--- config.mk ---
export PLATFORM = sky130hd
export DESIGN_NAME = ahm_master_ctl
export DESIGN_NICKNAME = d
export VERILOG_FILES = /design/src/ahm_pkg.sv /design/src/ahm_master_ctl.sv
export VERILOG_INCLUDE_DIRS = /design/src
export SDC_FILE = /design/constraint.sdc
export NUM_CORES = 1
export LEC_CHECK = 0
export BUFFER_PORTS_ARGS = -buffer_cell sky130_fd_sc_hd__buf_2
export CAP_MARGIN = 10
export CORE_UTILIZATION = 23
export DETAILED_ROUTE_END_ITERATION = 7
export GPL_TIMING_DRIVEN = 0
export MAX_ROUTING_LAYER = met4
export PLACE_DENSITY = 0.43
export SYNTH_ARGS = -nofsm -noshare
export SYNTH_HDL_FRONTEND = slang
export SYNTH_SLANG_ARGS = --single-unit
--- constraint.sdc ---
create_clock -name mclk -period 4.25 [get_ports mclk]
set_clock_uncertainty 0.1 [all_clocks]
set_input_delay 0.2125 -clock mclk [delete_from_list [all_inputs] [get_ports mclk]]
set_output_delay 0.2125 -clock mclk [all_outputs]
set_load 0.03 [all_outputs]
--- src/ahm_regs.svh ---
// Purpose: named encodings and constants for the bus master transfer control
// Assumes: single bus clock, 32-bit address
// Notes: definitions only, shared by the package and the control module
`ifndef AHM_REGS_SVH
`define AHM_REGS_SVH

// transfer type codes
`define AHM_TR_IDLE 2'h0
`define AHM_TR_BUSY 2'h1
`define AHM_TR_NONSEQ 2'h2
`define AHM_TR_SEQ 2'h3

// burst type codes
`define AHM_BU_SINGLE 3'h0
`define AHM_BU_INCR 3'h1
`define AHM_BU_WRAP4 3'h2
`define AHM_BU_INCR4 3'h3
`define AHM_BU_WRAP8 3'h4
`define AHM_BU_INCR8 3'h5
`define AHM_BU_WRAP16 3'h6
`define AHM_BU_INCR16 3'h7

// beat counts of the fixed bursts
`define AHM_BEATS_1 8'h01
`define AHM_BEATS_4 8'h04
`define AHM_BEATS_8 8'h08
`define AHM_BEATS_16 8'h10

// protection bit positions and the fallback pattern
`define AHM_PROT_DATA 0
`define AHM_PROT_PRIV 1
`define AHM_PROT_BUF 2
`define AHM_PROT_CACHE 3
`define AHM_PROT_FALLBACK 4'h3

// response level on the error line
`define AHM_RESP_ERROR 1'h1

// field widths and reset values
`define AHM_AW 32
`define AHM_LEN_W 8
`define AHM_ADDR_RST 32'h0000_0000
`define AHM_LEFT_ZERO 8'h00
`define AHM_ONE_BEAT 8'h01
`define AHM_LOW_BITS 12

`endif

--- src/ahm_pkg.sv ---
// Purpose: types shared by the transfer control and its users
// Assumes: constants come from ahm_regs.svh
// Notes: the transfer type is an enum; all other carriers are packed structs
`include "ahm_regs.svh"

package ahm_pkg;

    // transfer type on the bus
    typedef enum logic [1:0] {
        TR_IDLE = `AHM_TR_IDLE,
        TR_BUSY = `AHM_TR_BUSY,
        TR_NONSEQ = `AHM_TR_NONSEQ,
        TR_SEQ = `AHM_TR_SEQ
    } ahm_trans_type;

    // access attributes for the protection lines
    typedef struct packed {
        logic known;
        logic cacheable;
        logic bufferable;
        logic privileged;
        logic data;
    } ahm_attr_type;

    // one burst request from the user side
    typedef struct packed {
        logic [`AHM_AW-1:0] addr;
        logic write;
        logic [2:0] burst;
        logic [2:0] size;
        logic [`AHM_LEN_W-1:0] len;
        ahm_attr_type attr;
    } ahm_cmd_type;

    // address phase signals driven to the bus
    typedef struct packed {
        logic [`AHM_AW-1:0] haddr;
        ahm_trans_type htrans;
        logic [2:0] hburst;
        logic [2:0] hsize;
        logic hwrite;
        logic [3:0] hprot;
    } ahm_bus_type;

    // whole state of the control module
    typedef struct packed {
        ahm_bus_type bus;
        logic [`AHM_LEN_W-1:0] left;
        logic dphase;
        logic done;
        logic err;
    } ahm_state_type;

endpackage : ahm_pkg

--- src/ahm_master_ctl.sv ---
// Purpose: master side address phase control with wait state and error handling
// Assumes: one bus clock mclk, synchronous reset srst, slave on the same clock
// Notes: no data bus here; the user sees a pulse per completed or failed beat
//
// Summary of operation
// - transfer type held during waits except three permitted changes
// - idle may become nonseq in a wait, then held until ready
// - fixed burst busy may become seq in a wait, then held
// - busy only between beats of a multi-beat burst
// - undefined burst busy may become any type during waits
// - address changes at most once per wait, except idle or error
// - idle address may change freely; nonseq address held until ready
// - on error the address may change while ready is low
// - second error cycle drives idle, cancelling the pipelined access
// - protection bit 0 low for fetch, high for data
// - protection bit 1 low for user, high for privileged
// - bit 2 marks bufferable, bit 3 marks cacheable
// - unknown attributes give the fixed privileged data pattern
// - protection follows address timing, constant through a burst
// - burst code incr is the undefined length burst
`timescale 1ns/1ps
`include "ahm_regs.svh"

module ahm_master_ctl (
    // clock and reset
    input wire logic mclk,
    input wire logic srst,
    // user request side
    input wire logic cmd_valid,
    input wire ahm_pkg::ahm_cmd_type cmd,
    output logic cmd_ready,
    input wire logic beat_pause,
    input wire logic incr_stop,
    output logic beat_done,
    output logic beat_err,
    // bus side
    output ahm_pkg::ahm_bus_type bus,
    input wire logic hready,
    input wire logic hresp
);
    import ahm_pkg::*;

    localparam ahm_state_type ST_RESET = '{
        bus: '{haddr: `AHM_ADDR_RST, htrans: TR_IDLE, hburst: `AHM_BU_SINGLE,
               hsize: 3'h0, hwrite: 1'b0, hprot: `AHM_PROT_FALLBACK},
        left: `AHM_LEFT_ZERO, dphase: 1'b0, done: 1'b0, err: 1'b0};

    ahm_state_type st_reg;
    ahm_state_type st_next;

    // beats of a burst; an undefined burst takes its length from the user
    function automatic logic [`AHM_LEN_W-1:0] burst_beats(
        input logic [2:0] burst,
        input logic [`AHM_LEN_W-1:0] len);
        logic [`AHM_LEN_W-1:0] n;
        n = `AHM_BEATS_1;
        case (burst)
            `AHM_BU_SINGLE: n = `AHM_BEATS_1;
            `AHM_BU_INCR: n = (len == `AHM_LEFT_ZERO) ? `AHM_BEATS_1 : len;
            `AHM_BU_WRAP4, `AHM_BU_INCR4: n = `AHM_BEATS_4;
            `AHM_BU_WRAP8, `AHM_BU_INCR8: n = `AHM_BEATS_8;
            default: n = `AHM_BEATS_16;
        endcase
        return n;
    endfunction : burst_beats

    // next beat address; wrapping bursts stay inside beats times size
    function automatic logic [`AHM_AW-1:0] next_addr(input ahm_bus_type b);
        logic [`AHM_LOW_BITS-1:0] step;
        logic [`AHM_LOW_BITS-1:0] mask;
        logic [`AHM_AW-1:0] sum;
        logic wrap;
        step = `AHM_LOW_BITS'(1) << b.hsize;
        wrap = (b.hburst == `AHM_BU_WRAP4) || (b.hburst == `AHM_BU_WRAP8) ||
               (b.hburst == `AHM_BU_WRAP16);
        mask = `AHM_LOW_BITS'(burst_beats(b.hburst, `AHM_LEFT_ZERO)) * step
               - `AHM_LOW_BITS'(1);
        sum = b.haddr + `AHM_AW'(step);
        if (wrap) begin
            sum = (b.haddr & ~`AHM_AW'(mask)) | (sum & `AHM_AW'(mask));
        end
        return sum;
    endfunction : next_addr

    // protection pattern from the user attributes
    function automatic logic [3:0] prot_bits(input ahm_attr_type a);
        logic [3:0] p;
        p = `AHM_PROT_FALLBACK;
        if (a.known) begin
            p[`AHM_PROT_DATA] = a.data;
            p[`AHM_PROT_PRIV] = a.privileged;
            p[`AHM_PROT_BUF] = a.bufferable;
            p[`AHM_PROT_CACHE] = a.cacheable;
        end
        return p;
    endfunction : prot_bits

    ahm_trans_type cur;
    logic is_incr;
    logic err_first;
    logic more;
    logic end_ok;
    logic take;

    // decode of the present address phase and response
    always_comb begin
        cur = st_reg.bus.htrans;
        // relaxed busy rules only for incr
        is_incr = (st_reg.bus.hburst == `AHM_BU_INCR);
        // first error cycle has ready low
        err_first = !hready && (hresp == `AHM_RESP_ERROR);
        more = (st_reg.left != `AHM_LEFT_ZERO);
        // a burst may end early only when it has undefined length
        end_ok = is_incr && incr_stop && (cur != TR_IDLE);
    end

    // request acceptance; a taken command shows as nonseq next cycle
    always_comb begin
        if (err_first) begin
            cmd_ready = 1'b0;
        end else if (hready) begin
            cmd_ready = (cur == TR_IDLE) || (cur != TR_BUSY && !more) || end_ok;
        end else begin
            // undefined burst busy may turn into nonseq
            cmd_ready = (cur == TR_IDLE) || (cur == TR_BUSY && end_ok);
        end
        take = cmd_valid && cmd_ready;
    end

    // next state
    always_comb begin
        st_next = st_reg;
        st_next.done = 1'b0;
        st_next.err = 1'b0;
        // data phase follows an address accepted with ready high
        if (hready) begin
            st_next.dphase = (cur == TR_NONSEQ) || (cur == TR_SEQ);
            st_next.done = st_reg.dphase && (hresp != `AHM_RESP_ERROR);
            st_next.err = st_reg.dphase && (hresp == `AHM_RESP_ERROR);
        end
        if (err_first) begin
            st_next.bus.htrans = TR_IDLE;
            // address is free now; park it on the last beat address
            st_next.bus.haddr = st_reg.bus.haddr;
            st_next.left = `AHM_LEFT_ZERO;
        end else if (take) begin
            // one address change, held until ready is high
            // this is the only address change made during a wait
            st_next.bus.haddr = cmd.addr;
            st_next.bus.htrans = TR_NONSEQ;
            st_next.bus.hburst = cmd.burst;
            st_next.bus.hsize = cmd.size;
            st_next.bus.hwrite = cmd.write;
            // attributes latched at burst start only
            st_next.bus.hprot = prot_bits(cmd.attr);
            st_next.left = burst_beats(cmd.burst, cmd.len) - `AHM_ONE_BEAT;
        end else if (hready) begin
            // advance only when the slave accepts the address
            case (cur)
                TR_NONSEQ, TR_SEQ: begin
                    if (more) begin
                        st_next.bus.haddr = next_addr(st_reg.bus);
                        // busy only with beats still to come
                        if (beat_pause) begin
                            st_next.bus.htrans = TR_BUSY;
                        end else begin
                            st_next.bus.htrans = TR_SEQ;
                            st_next.left = st_reg.left - `AHM_ONE_BEAT;
                        end
                    end else begin
                        st_next.bus.htrans = TR_IDLE;
                    end
                end
                TR_BUSY: begin
                    if (end_ok) begin
                        st_next.bus.htrans = TR_IDLE;
                        st_next.left = `AHM_LEFT_ZERO;
                    end else if (!beat_pause) begin
                        st_next.bus.htrans = TR_SEQ;
                        st_next.left = st_reg.left - `AHM_ONE_BEAT;
                    end
                end
                TR_IDLE: begin
                    st_next.bus.htrans = TR_IDLE;
                end
                default: begin
                    st_next.bus.htrans = TR_IDLE;
                end
            endcase
        end else begin
            // slave is waiting; only the permitted changes below
            // anything else holds type and address
            case (cur)
                TR_BUSY: begin
                    if (end_ok) begin
                        st_next.bus.htrans = TR_IDLE;
                        st_next.left = `AHM_LEFT_ZERO;
                    end else if (!beat_pause) begin
                        // busy to seq, address already on the bus
                        st_next.bus.htrans = TR_SEQ;
                        st_next.left = st_reg.left - `AHM_ONE_BEAT;
                    end
                end
                default: begin
                    // nonseq and seq stay until ready high
                    st_next.bus.htrans = cur;
                end
            endcase
        end
    end

    // state register
    always_ff @(posedge mclk) begin
        if (srst) begin
            st_reg <= ST_RESET;
        end else begin
            st_reg <= st_next;
        end
    end

    // outputs straight from the state flops
    assign bus = st_reg.bus;
    assign beat_done = st_reg.done;
    assign beat_err = st_reg.err;

endmodule : ahm_master_ctl

# Word level (Yosys, flattened, before mapping)
# Index checks and enable logic that the tools add are counted.
# classes
n_shift	1
bitwise_logic	7
n_reduce_logical	40
mux	32
n_eq_ne	16
mul	1
addsub	4
# ops
operator	n
32-bit 2-to-1 mux	4
8-bit 2-to-1 mux	14
34-bit 2-to-1 mux	1
32-bit by 12-bit adder with 32-bit output	1
32-bit by 12-bit AND with 32-bit output	1
32-bit AND	1
12-bit inverter with 32-bit output	1
32-bit bitwise OR	1
8-bit case mux with 4 select lines	1
8-bit case mux with 2 select lines	1
2-bit OR reduction	8
8-bit by 1-bit subtractor with 8-bit output (second input constant)	2
3-bit == test (second input constant)	5
5-bit case mux with 3 select lines	1
3-bit by 2-bit == test with 1-bit output (second input constant)	4
8-bit by 12-bit multiplier with 12-bit output	1
2-bit 2-to-1 mux	6
1-bit by 3-bit << shifter with 12-bit output (first input constant)	1
12-bit by 1-bit subtractor with 12-bit output (second input constant)	1
2-bit nonzero test	5
1-bit logical AND	8
8-bit zero test	1
8-bit nonzero test	1
3-bit by 1-bit == test with 1-bit output (second input constant)	2
other kinds (17)	29
# totals
register_bits	56
wordCells	112
inputBits	59

# Longest topological paths before layout
# Gate-level depths: netlist of the first run.
# depth
depth_word	20
depth_mapped	19
ltp_nobuf	18

# Least setup slack after synthesis of the first run
# OpenSTA, ideal clock, no wires.
# synth_path
path_kind	register to register
from	reg st_reg, in the netlist bus[6]
to	reg (tool-made name)
synth_period_minus_slack_ps	4694
arrival_time_ps	4535
required_time_ps	4091
path_buffers	1
path_slack_ps	-444
setup_ps	59
path_stages_with_launch	19
cell_sequence	dfxtp_1 > clkbuf_1 > or3b_2 > nor2_1 > ha_1 > inv_1 > fa_1 > inv_1 > fa_1 > inv_1 > fa_1 > inv_1 > ha_1 > and3_1 > a22o_1 > o41ai_1 > xor2_1 > a221oi_1 > o32a_1
# synth_lines
item	line_no	text
from (decl)	ahm_master_ctl.sv:48	ahm_state_type st_reg;
from (signal assigned)	ahm_master_ctl.sv:217	st_reg <= st_next;

==> impl_metrics.py, run 1 <==
metrics = {
    "layout": {
        "diodes": 0,
        "drive_above_1_share_pct": 27.3,
        "fin_nets": 960,
        "fill_cells": 2543,
        "seqCellArea_um2": 1140,
        "syn_to_final_growth_pct": 26.1,
        "multi_input_area_um2": 3800,
    },
    "global_route": {
        "grtUsageTotal_pct": 15.7,
        "grt_pass1_wl_um": 28900,
        "antenna_found_initial": 0,
        "grt_max_degree": 16,
        "grt_pass1_vias": 5337,
        "grt-ovfl-total": 0,
    },
    "pwr": {
        "p_comb_share_pct": 41.3,
        "p_leak_nw": 2.96,
        "sw_frac_of_total_pct": 38.4,
        "p_sw_w": 0.000700,
        "powerDensity_nw_per_um2": 266,
        "vdd_drop_max_uv": 169,
        "seq_power_share_pct": 34.4,
        "power.share.clock_pct": 24.3,
        "power.internal_w": 0.00113,
    },
    "critical_path": {
        "end_kind": "flip-flop",
        "reg2reg_depth": 18,
        "crit_family": "adder cells",
        "start_kind": "flip-flop",
        "startpoint": "bus[9]",
        "arrival_ns": 4.56,
        "crit_buf_inv": 5,
        "required_ns": 4.35,
        "r2r_start": "bus[9]",
        "critPathSlowestCell": "fa_1",
        "path_max_fanout": 6,
        "critical_path.cell_chain": "or2_1 -> clkbuf_8 -> nor2_4 -> ha_2 -> inv_2 -> fa_1 -> inv_2 -> fa_1 -> inv_1 -> fa_1 -> inv_2 -> ha_4 -> and3_4 -> a22o_1 -> o41ai_2 -> xor2_1 -> a221oi_2 -> o32a_1",
        "reg2reg_setup_slack_ns": -0.21,
        "critPathKind": "reg2reg",
        "slowest_delay_ns": 0.56,
    },
    "job": {
        "maxCapViolCount": 0,
    },
    "timing": {
        "rsz0062_at_grt": "yes",
        "slew_violations": 0,
        "finalCriticalPeriod_ns": 4.46,
        "timing.final.ws_setup_ns": -0.210,
        "fmax_mhz": 224,
        "max_slew_margin_pct": 33.4,
        "period_share_pct": 105,
        "hold_viol_final": 0,
        "worst_pin_slew_ns": 0.991,
        "holdWs_ns": 0.0396,
        "setup_viol": 4,
    },
    "synthesis": {
        "synthCells": 712,
        "ys_seq_area_share_pct": 20.6,
        "ys.flop_type": "dfxtp_1",
        "synth_area_um2": 5450,
        "synth_nets": 830,
        "synth.avg_cell_area_um2": 7.65,
        "synth_top_area_share_pct": 20.6,
        "yosysUniqueCellTypes": 70,
        "synth_edf_count": 0,
        "synth.area.top_cells": "dfxtp_1 (21%), ha_1 (9.0%), fa_1 (7.3%), buf_4 (6.2%), nor2_1 (5.1%)",
        "synth.most_common_cell": "nor2_1",
        "synth.ff_latch_count": 56,
        "async_reset_ff_share_pct": 0,
        "yosysTopAreaCell": "dfxtp_1",
        "synth_common_cells": "nor2_1 (74), inv_1 (63), nand2_1 (59), dfxtp_1 (56), a21oi_1 (47)",
        "ys_warn_count": 0,
    },
    "min_path": {
        "min_to": "beat_done",
        "worstHoldStart": "hresp",
        "holdCritPathClass": "in2reg",
        "holdPathStages": 2,
    },
    "detailed_routing": {
        "wl_um": 18200,
        "wl_per_cell_um": 15.8,
        "remaining_drc_errors": 0,
        "drt-initial-drc-count": 242,
        "firstDrtPassIters": 4,
        "antenna_left": 0,
        "routed_via_density": 4.67,
        "vias": 5402,
    },
    "floorplanning": {
        "start_util_pct": 23.8,
        "die_y_um": 156,
        "die_x_um": 156,
        "rows": 55,
        "ios": 107,
        "coreArea_um2": 22900,
        "dieArea_um2": 24300,
    },
    "clock_network": {
        "clock_path_buffers": 2,
        "clk_pin_slew_worst_paths_ns": 0.08,
        "numClockSinks": 56,
        "clkLatencyLatePin_ns": 0.31,
        "tritoncts": "done",
        "cts_max_level": 2,
        "cts_buffers": 5,
        "root_buffer": "clkbuf_16",
    },
    "placement": {
        "gp_congestion": 0.815,
        "dpl.hpwl_um": 14200,
        "io_buffers": 104,
        "pre_cts_ws_ns": -0.534,
    },
    "outcome": {
        "status": "finished, violations left",
        "violations": "setup timing",
    },
}
placed cells by master, fill, tap and decap left out, types with 5 or more instances in the layout:
master,n
mux2i_1,7
buf_2,108
o21bai_1,5
clkbuf_16,5
clkbuf_1,19
dfxtp_4,5
a31oi_1,8
nand2_1,59
nor2_1,70
nand4_1,9
inv_1,58
buf_4,67
a211oi_1,24
o211ai_1,6
inv_2,5
ha_4,5
xor2_1,11
o21ai_1,6
nand2b_1,9
xnor2_1,20
and3_1,8
nor3_1,18
ha_1,32
nand3b_1,5
nor4_1,12
fa_1,20
dfxtp_1,51
a21o_1,9
o21ai_0,24
nand3_1,14
a21oi_1,45
per-stage QoR:
| stage | total power [W] | utilization, % | instances | cell area (µm²) | TNS [ns] |
|---|---|---|---|---|---|
| 6_report | 0.00183 | 30.0 | 1156 | 6870 | -0.615 |
| 2_1_floorplan | 0.00113 | - | 712 | 5530 | -0.148 |
| 3_5_place_dp | 0.00134 | 28.1 | 1129 | 6440 | -1.99 |
| 3_3_place_gp | 0.00134 | 28.1 | 1129 | 6440 | -2.08 |
| 5_1_grt | 0.00195 | 30.0 | 1156 | 6870 | -1.69 |
| 4_1_cts | 0.00182 | 29.6 | 1152 | 6780 | -0.405 |
layer usage:
layer	vias up	routed length, µm	GRT usage (%)
li1	2718	-	-
met1	2561	8430	19.6
met2	100	8940	26.6
met3	23	493	1.42
met4	0	367	4.81
met5	-	0	-
cell families (layout without fill, tap and decap cells):
family / after synthesis / after routing / share of synthesized area, %
simple gates: 245 / 245 / 22.6
fa+ha+maj: 59 / 59 / 16.3
buf+inv: 138 / 269 / 12.7
mux: 8 / 8 / 1.49
flops: 56 / 56 / 20.6
other cells: 1 / 1 / 0.0688
compound gates: 174 / 174 / 21.3
xor+xnor: 31 / 31 / 4.98
cell type report:
class | instances | area share [%]
plain buffers | 70 | 6.50
well taps | 313 | 5.70
multi-input cells | 518 | 55.3
flip-flops and latches | 56 | 16.6
inverters | 63 | 3.44
repair buffers | 128 | 10.3
clock buffers | 8 | 2.13
what timing repair did:
item	in CTS	in global routing
endpoints found under the setup margin	6	6
hold buffers	0	0
pin swaps	22	5
buffers inserted	20	4
gates resized for setup	26	15
power by group through the flow:
stage | registers (W) | logic, W | clock network [W]
final | 0.000628 | 0.000754 | 0.000444
after global routing | 0.000637 | 0.000828 | 0.000482
after CTS | 0.000628 | 0.000738 | 0.000459
after detailed placement | 0.000639 | 0.000698 | 0
after global placement | 0.000641 | 0.000700 | 0
after floorplan | 0.000618 | 0.000511 | 0
worst max path at each step:
stage	end	slack, ns	depth (start not counted)
final	flip-flop	-0.21	18
after global routing	flip-flop	-0.43	18
after CTS	flip-flop	-0.17	17
after detailed placement	flip-flop	-0.53	18
after global placement	flip-flop	-0.57	18
after floorplan	flip-flop	-0.08	18
Note: power is estimated with default switching activity, not from simulation.
==> inputs of run 2 (changes only) <==
- CELL_PAD_IN_SITES_DETAIL_PLACEMENT: unset -> 0
- CELL_PAD_IN_SITES_GLOBAL_PLACEMENT: unset -> 1
- PLACE_DENSITY: 0.43 -> 0.55
==> impl_metrics.py, run 2 (synthesized netlist as in run 1, its figures left out) <==
metrics = {
    "floorplanning": {
        "ios": 107,
        "die_y_um": 156,
        "dieArea_um2": 24300,
        "coreArea_um2": 22900,
        "rows": 55,
        "die_x_um": 156,
        "start_util_pct": 23.8,
    },
    "global_route": {
        "grt_max_degree": 16,
        "grt-ovfl-total": 0,
        "antenna_found_initial": 0,
        "grt_pass1_vias": 5276,
        "grtUsageTotal_pct": 16.2,
        "grt_pass1_wl_um": 29400,
    },
    "detailed_routing": {
        "wl_per_cell_um": 16.2,
        "vias": 5392,
        "wl_um": 18600,
        "firstDrtPassIters": 5,
        "antenna_left": 0,
        "remaining_drc_errors": 0,
        "drt-initial-drc-count": 273,
        "routed_via_density": 4.70,
    },
    "layout": {
        "fin_util_pct": 29.7,
        "drive_above_1_share_pct": 26.9,
        "syn_to_final_growth_pct": 24.9,
        "layout_commonest_cell": "buf_2",
        "diodes": 0,
        "fin_nets": 952,
        "final_cell_area_um2": 6810,
        "final_cell_mix": "buf_2 (108), nor2_1 (68), buf_4 (62)",
    },
    "min_path": {
        "holdPathStages": 3,
        "holdCritPathClass": "in2reg",
    },
    "timing": {
        "hold_viol_final": 0,
        "rsz0062_at_grt": "yes",
        "timing.final.ws_setup_ns": -0.158,
        "period_share_pct": 104,
        "worst_pin_slew_ns": 1.18,
        "max_slew_margin_pct": 20.5,
        "fmax_mhz": 227,
        "holdWs_ns": 0.0395,
        "setup_viol": 5,
        "finalCriticalPeriod_ns": 4.41,
        "slew_violations": 0,
    },
    "critical_path": {
        "critPathSlowestCell": "fa_1",
        "critPathKind": "reg2reg",
        "required_ns": 4.35,
        "critical_path.cell_chain": "or3b_4 -> nor2_2 -> ha_2 -> inv_2 -> fa_1 -> inv_1 -> fa_1 -> inv_2 -> fa_1 -> inv_2 -> ha_4 -> and3_4 -> a22o_4 -> o41ai_4 -> xor2_1 -> a221oi_1 -> o32a_1",
        "reg2reg_depth": 17,
        "end_kind": "flip-flop",
        "arrival_ns": 4.51,
        "start_kind": "flip-flop",
        "slowest_delay_ns": 0.52,
        "path_max_fanout": 8,
    },
    "outcome": {
        "violations": "setup timing",
        "status": "finished, violations left",
    },
    "placement": {
        "io_buffers": 104,
        "dpl.hpwl_um": 14400,
        "gp_congestion": 0.787,
        "placed_area_um2": 6440,
    },
    "clock_network": {
        "cts_buffers": 5,
        "clock_path_buffers": 2,
        "root_buffer": "clkbuf_16",
        "clk_pin_slew_worst_paths_ns": 0.07,
        "hold_buffers": 0,
        "clkLatencyLatePin_ns": 0.31,
        "cts_max_level": 2,
        "numClockSinks": 56,
        "tritoncts": "done",
    },
    "pwr": {
        "total_power_w": 0.00181,
        "powerDensity_nw_per_um2": 265,
        "p_leak_nw": 2.93,
        "vdd_drop_max_uv": 157,
    },
    "job": {
        "maxCapViolCount": 0,
    },
}
[run 2: changes by cell type in the layout (fill, tap and decap cells not counted), moves of 2 or more]
| cell | change |
|---|---|
| inv_2 | -2 |
| nor2_4 | -2 |
| clkbuf_8 | -2 |
| buf_4 | -5 |
| nor2_1 | -2 |
| inv_1 | +2 |
| nor2_2 | +4 |
| buf_6 | -2 |
[run 2: worst max-delay path, delay by kind of cell, from the launching register on]
kind | cells | cell delay [ns]
fa+ha+maj | 5 | 1.91
compound gates | 4 | 0.78
simple gates | 3 | 0.70
flops | 1 | 0.38
xor+xnor | 1 | 0.26
buf+inv | 4 | 0.17
[run 2: worst paths after layout]
kind | from | slack [ns] | to
worst max register to register | bus[6] | -0.16 | flip-flop
worst max-delay path | bus[6] | -0.16 | flip-flop
worst min register to register | bus[3] | 0.36 | bus[3]
worst min-delay path | cmd[15] | 0.04 | bus[7]
[run 2: area by class of cell]
type	count	area, µm²
clock inverter	1	5.00
multi-input combinational	518	3830
inverter	63	236
clock buffer	6	129
buffer	69	433
fill	2577	16100
timing repair buffer	121	648
sequential	56	1140
tap	313	392
[run 2: repair_timing]
item | in CTS | in global routing
setup endpoints to repair | 7 | 6
gates resized for setup | 23 | 18
pin swaps | 23 | 15
buffers inserted | 16 | 1
[run 2: per-layer routing]
layer | up-vias | part of all wire [%] | global-route usage, % | wire length, µm
met4 | 0 | 1.8 | 3.83 | 335
met3 | 20 | 2.6 | 1.81 | 485
met5 | - | 0 | - | 0
met1 | 2568 | 47 | 20.9 | 8790
met2 | 107 | 48 | 26.8 | 8990
li1 | 2697 | - | - | -
[run 2: power breakdown]
| part | internal (W) | switching, W |
|---|---|---|
| registers | 0.000569 | 0.0000623 |
| clock network | 0.000216 | 0.000209 |
| logic | 0.000314 | 0.000435 |
| total | 0.00110 | 0.000707 |
[run 2: through the flow]
step,instances,setup TNS (ns),setup WS (ns)
after floorplan,712,-0.148,-0.0787
after global placement,1129,-2.32,-0.569
after detailed placement,1129,-2.25,-0.552
after CTS,1146,-0.578,-0.181
after global routing,1147,-1.50,-0.328
final,1147,-0.463,-0.158
==> inputs of run 3 (changes only) <==
- CORE_MARGIN: unset -> 10
- MAX_ROUTING_LAYER: met4 -> unset
==> impl_metrics.py, run 3 (synthesized netlist as in run 1, its figures left out) <==
metrics = {
    "clock_network": {
        "tritoncts": "done",
        "hold_buffers": 0,
        "clk_pin_slew_worst_paths_ns": 0.08,
        "clock_path_buffers": 2,
        "root_buffer": "clkbuf_16",
        "cts_max_level": 2,
        "clkLatencyLatePin_ns": 0.31,
        "numClockSinks": 56,
        "cts_buffers": 5,
    },
    "layout": {
        "final_cell_area_um2": 6920,
        "final_cell_mix": "buf_2 (108), nor2_1 (70), buf_4 (67)",
        "drive_above_1_share_pct": 28.3,
        "fill_cells": 2667,
        "layout_commonest_cell": "buf_2",
        "fin_nets": 961,
        "fin_util_pct": 29.6,
        "syn_to_final_growth_pct": 26.9,
    },
    "pwr": {
        "p_leak_nw": 2.99,
        "powerDensity_nw_per_um2": 276,
        "vdd_drop_max_uv": 224,
    },
    "placement": {
        "placed_area_um2": 6450,
        "pre_cts_ws_ns": -0.586,
        "gp_congestion": 0.842,
        "io_buffers": 104,
        "dpl.hpwl_um": 15400,
    },
    "timing": {
        "timing.final.ws_setup_ns": -0.163,
        "setup_viol": 5,
        "worst_pin_slew_ns": 1.01,
        "hold_viol_final": 0,
        "fmax_mhz": 227,
        "slew_violations": 0,
        "holdWs_ns": 0.0301,
        "period_share_pct": 104,
        "finalCriticalPeriod_ns": 4.41,
        "rsz0062_at_grt": "yes",
        "max_slew_margin_pct": 32.2,
    },
    "detailed_routing": {
        "routed_via_density": 4.58,
        "firstDrtPassIters": 4,
        "drt-initial-drc-count": 244,
        "wl_um": 19800,
        "remaining_drc_errors": 0,
        "wl_per_cell_um": 17.0,
        "vias": 5339,
        "antenna_left": 0,
    },
    "critical_path": {
        "path_max_fanout": 8,
        "reg2reg_setup_slack_ns": -0.16,
        "r2r_start": "bus[6]",
        "end_kind": "flip-flop",
        "arrival_ns": 4.50,
        "required_ns": 4.34,
        "critPathKind": "reg2reg",
        "start_kind": "flip-flop",
        "reg2reg_depth": 17,
    },
    "global_route": {
        "gr-usage-met2_pct": 22.5,
        "grt_max_degree": 19,
        "grt_pass1_wl_um": 31700,
        "grt-ovfl-total": 0,
        "grt_pass1_vias": 5589,
        "grt_busiest_layer": "met2",
        "antenna_found_initial": 1,
        "grtUsageTotal_pct": 12.9,
        "met1_usage_pct": 16.2,
        "use_met3_pct": 2.38,
    },
    "min_path": {
        "worstHoldStart": "hresp",
        "min_to": "beat_done",
        "holdCritPathClass": "in2reg",
        "holdPathStages": 2,
    },
    "floorplanning": {
        "die_x_um": 174,
        "rows": 56,
        "dieArea_um2": 30200,
        "ios": 107,
        "die_y_um": 174,
        "start_util_pct": 23.3,
        "coreArea_um2": 23400,
    },
    "job": {
        "maxCapViolCount": 0,
    },
    "outcome": {
        "status": "finished, violations left",
        "violations": "setup timing",
    },
}
[run 3: changes by cell type in the layout (fill, tap and decap cells not counted), sizes merged]
cell	before	now
buf	173	180
bufinv	0	1
clkbuf	23	24
clkinv	1	0
clkinvlp	0	1
diode	0	2
inv	63	64
[run 3: layout make-up]
| class | count | area (µm²) | area share [%] |
|---|---|---|---|
| Timing Repair Buffer | 129 | 713 | 10.3 |
| Clock inverter | 3 | 46.3 | 0.669 |
| Buffer | 70 | 447 | 6.46 |
| Clock buffer | 5 | 125 | 1.81 |
| Tap cell | 319 | 399 | 5.77 |
| Sequential cell | 56 | 1140 | 16.5 |
| Multi-Input combinational cell | 518 | 3800 | 55.0 |
| Inverter | 63 | 236 | 3.42 |
| Antenna cell | 2 | 5.00 | 0.0724 |
[run 3: metal layers]
layer	wire length, µm	up-vias
met5	0	-
met4	246	0
met3	805	12
met2	9630	92
met1	9100	2517
li1	-	2718
[run 3: power breakdown]
part,total (W),internal [W],leakage (nW),switching (W)
clock,0.000506,0.000281,0.0804,0.000225
sequential,0.000628,0.000568,0.464,0.0000593
combinational,0.000774,0.000329,2.44,0.000445
[run 3: timing repair]
item,CTS,global route
gates resized for setup,30,17
buffers inserted,25,0
pin swaps,25,7
setup endpoints to repair,7,6
[run 3: worst max path at each step]
stage                        from  cells after the start  slack, ns   endpoint
after floorplan            bus[7]                     18      -0.08  flip-flop
after global placement    bus[10]                     16      -0.56  flip-flop
after detailed placement  bus[10]                     16      -0.59  flip-flop
after CTS                  bus[7]                     17      -0.17  flip-flop
after global routing       bus[7]                     19      -0.33  flip-flop
final                      bus[6]                     17      -0.16  flip-flop
[run 3: worst max-delay path, cell delays in order, from the launching register on]
cell      delay, ns
dfxtp_4        0.38
or3b_4         0.42
nor2_2         0.10
ha_2           0.17
inv_2          0.03
fa_1           0.50
inv_2          0.04
fa_1           0.51
inv_2          0.04
fa_1           0.53
inv_2          0.05
ha_4           0.22
and3_4         0.17
a22o_4         0.26
o41ai_4        0.21
xor2_1         0.23
a221oi_1       0.10
o32a_1         0.20
[run 3: metrics by stage]
| stage | instances | power (W) | TNS (ns) |
|---|---|---|---|
| 5_1_grt | 1164 | 0.00203 | -1.50 |
| 2_1_floorplan | 712 | 0.00113 | -0.148 |
| 6_report | 1165 | 0.00191 | -0.509 |
| 3_5_place_dp | 1135 | 0.00135 | -2.45 |
| 4_1_cts | 1163 | 0.00190 | -0.576 |
| 3_3_place_gp | 1135 | 0.00135 | -2.21 |
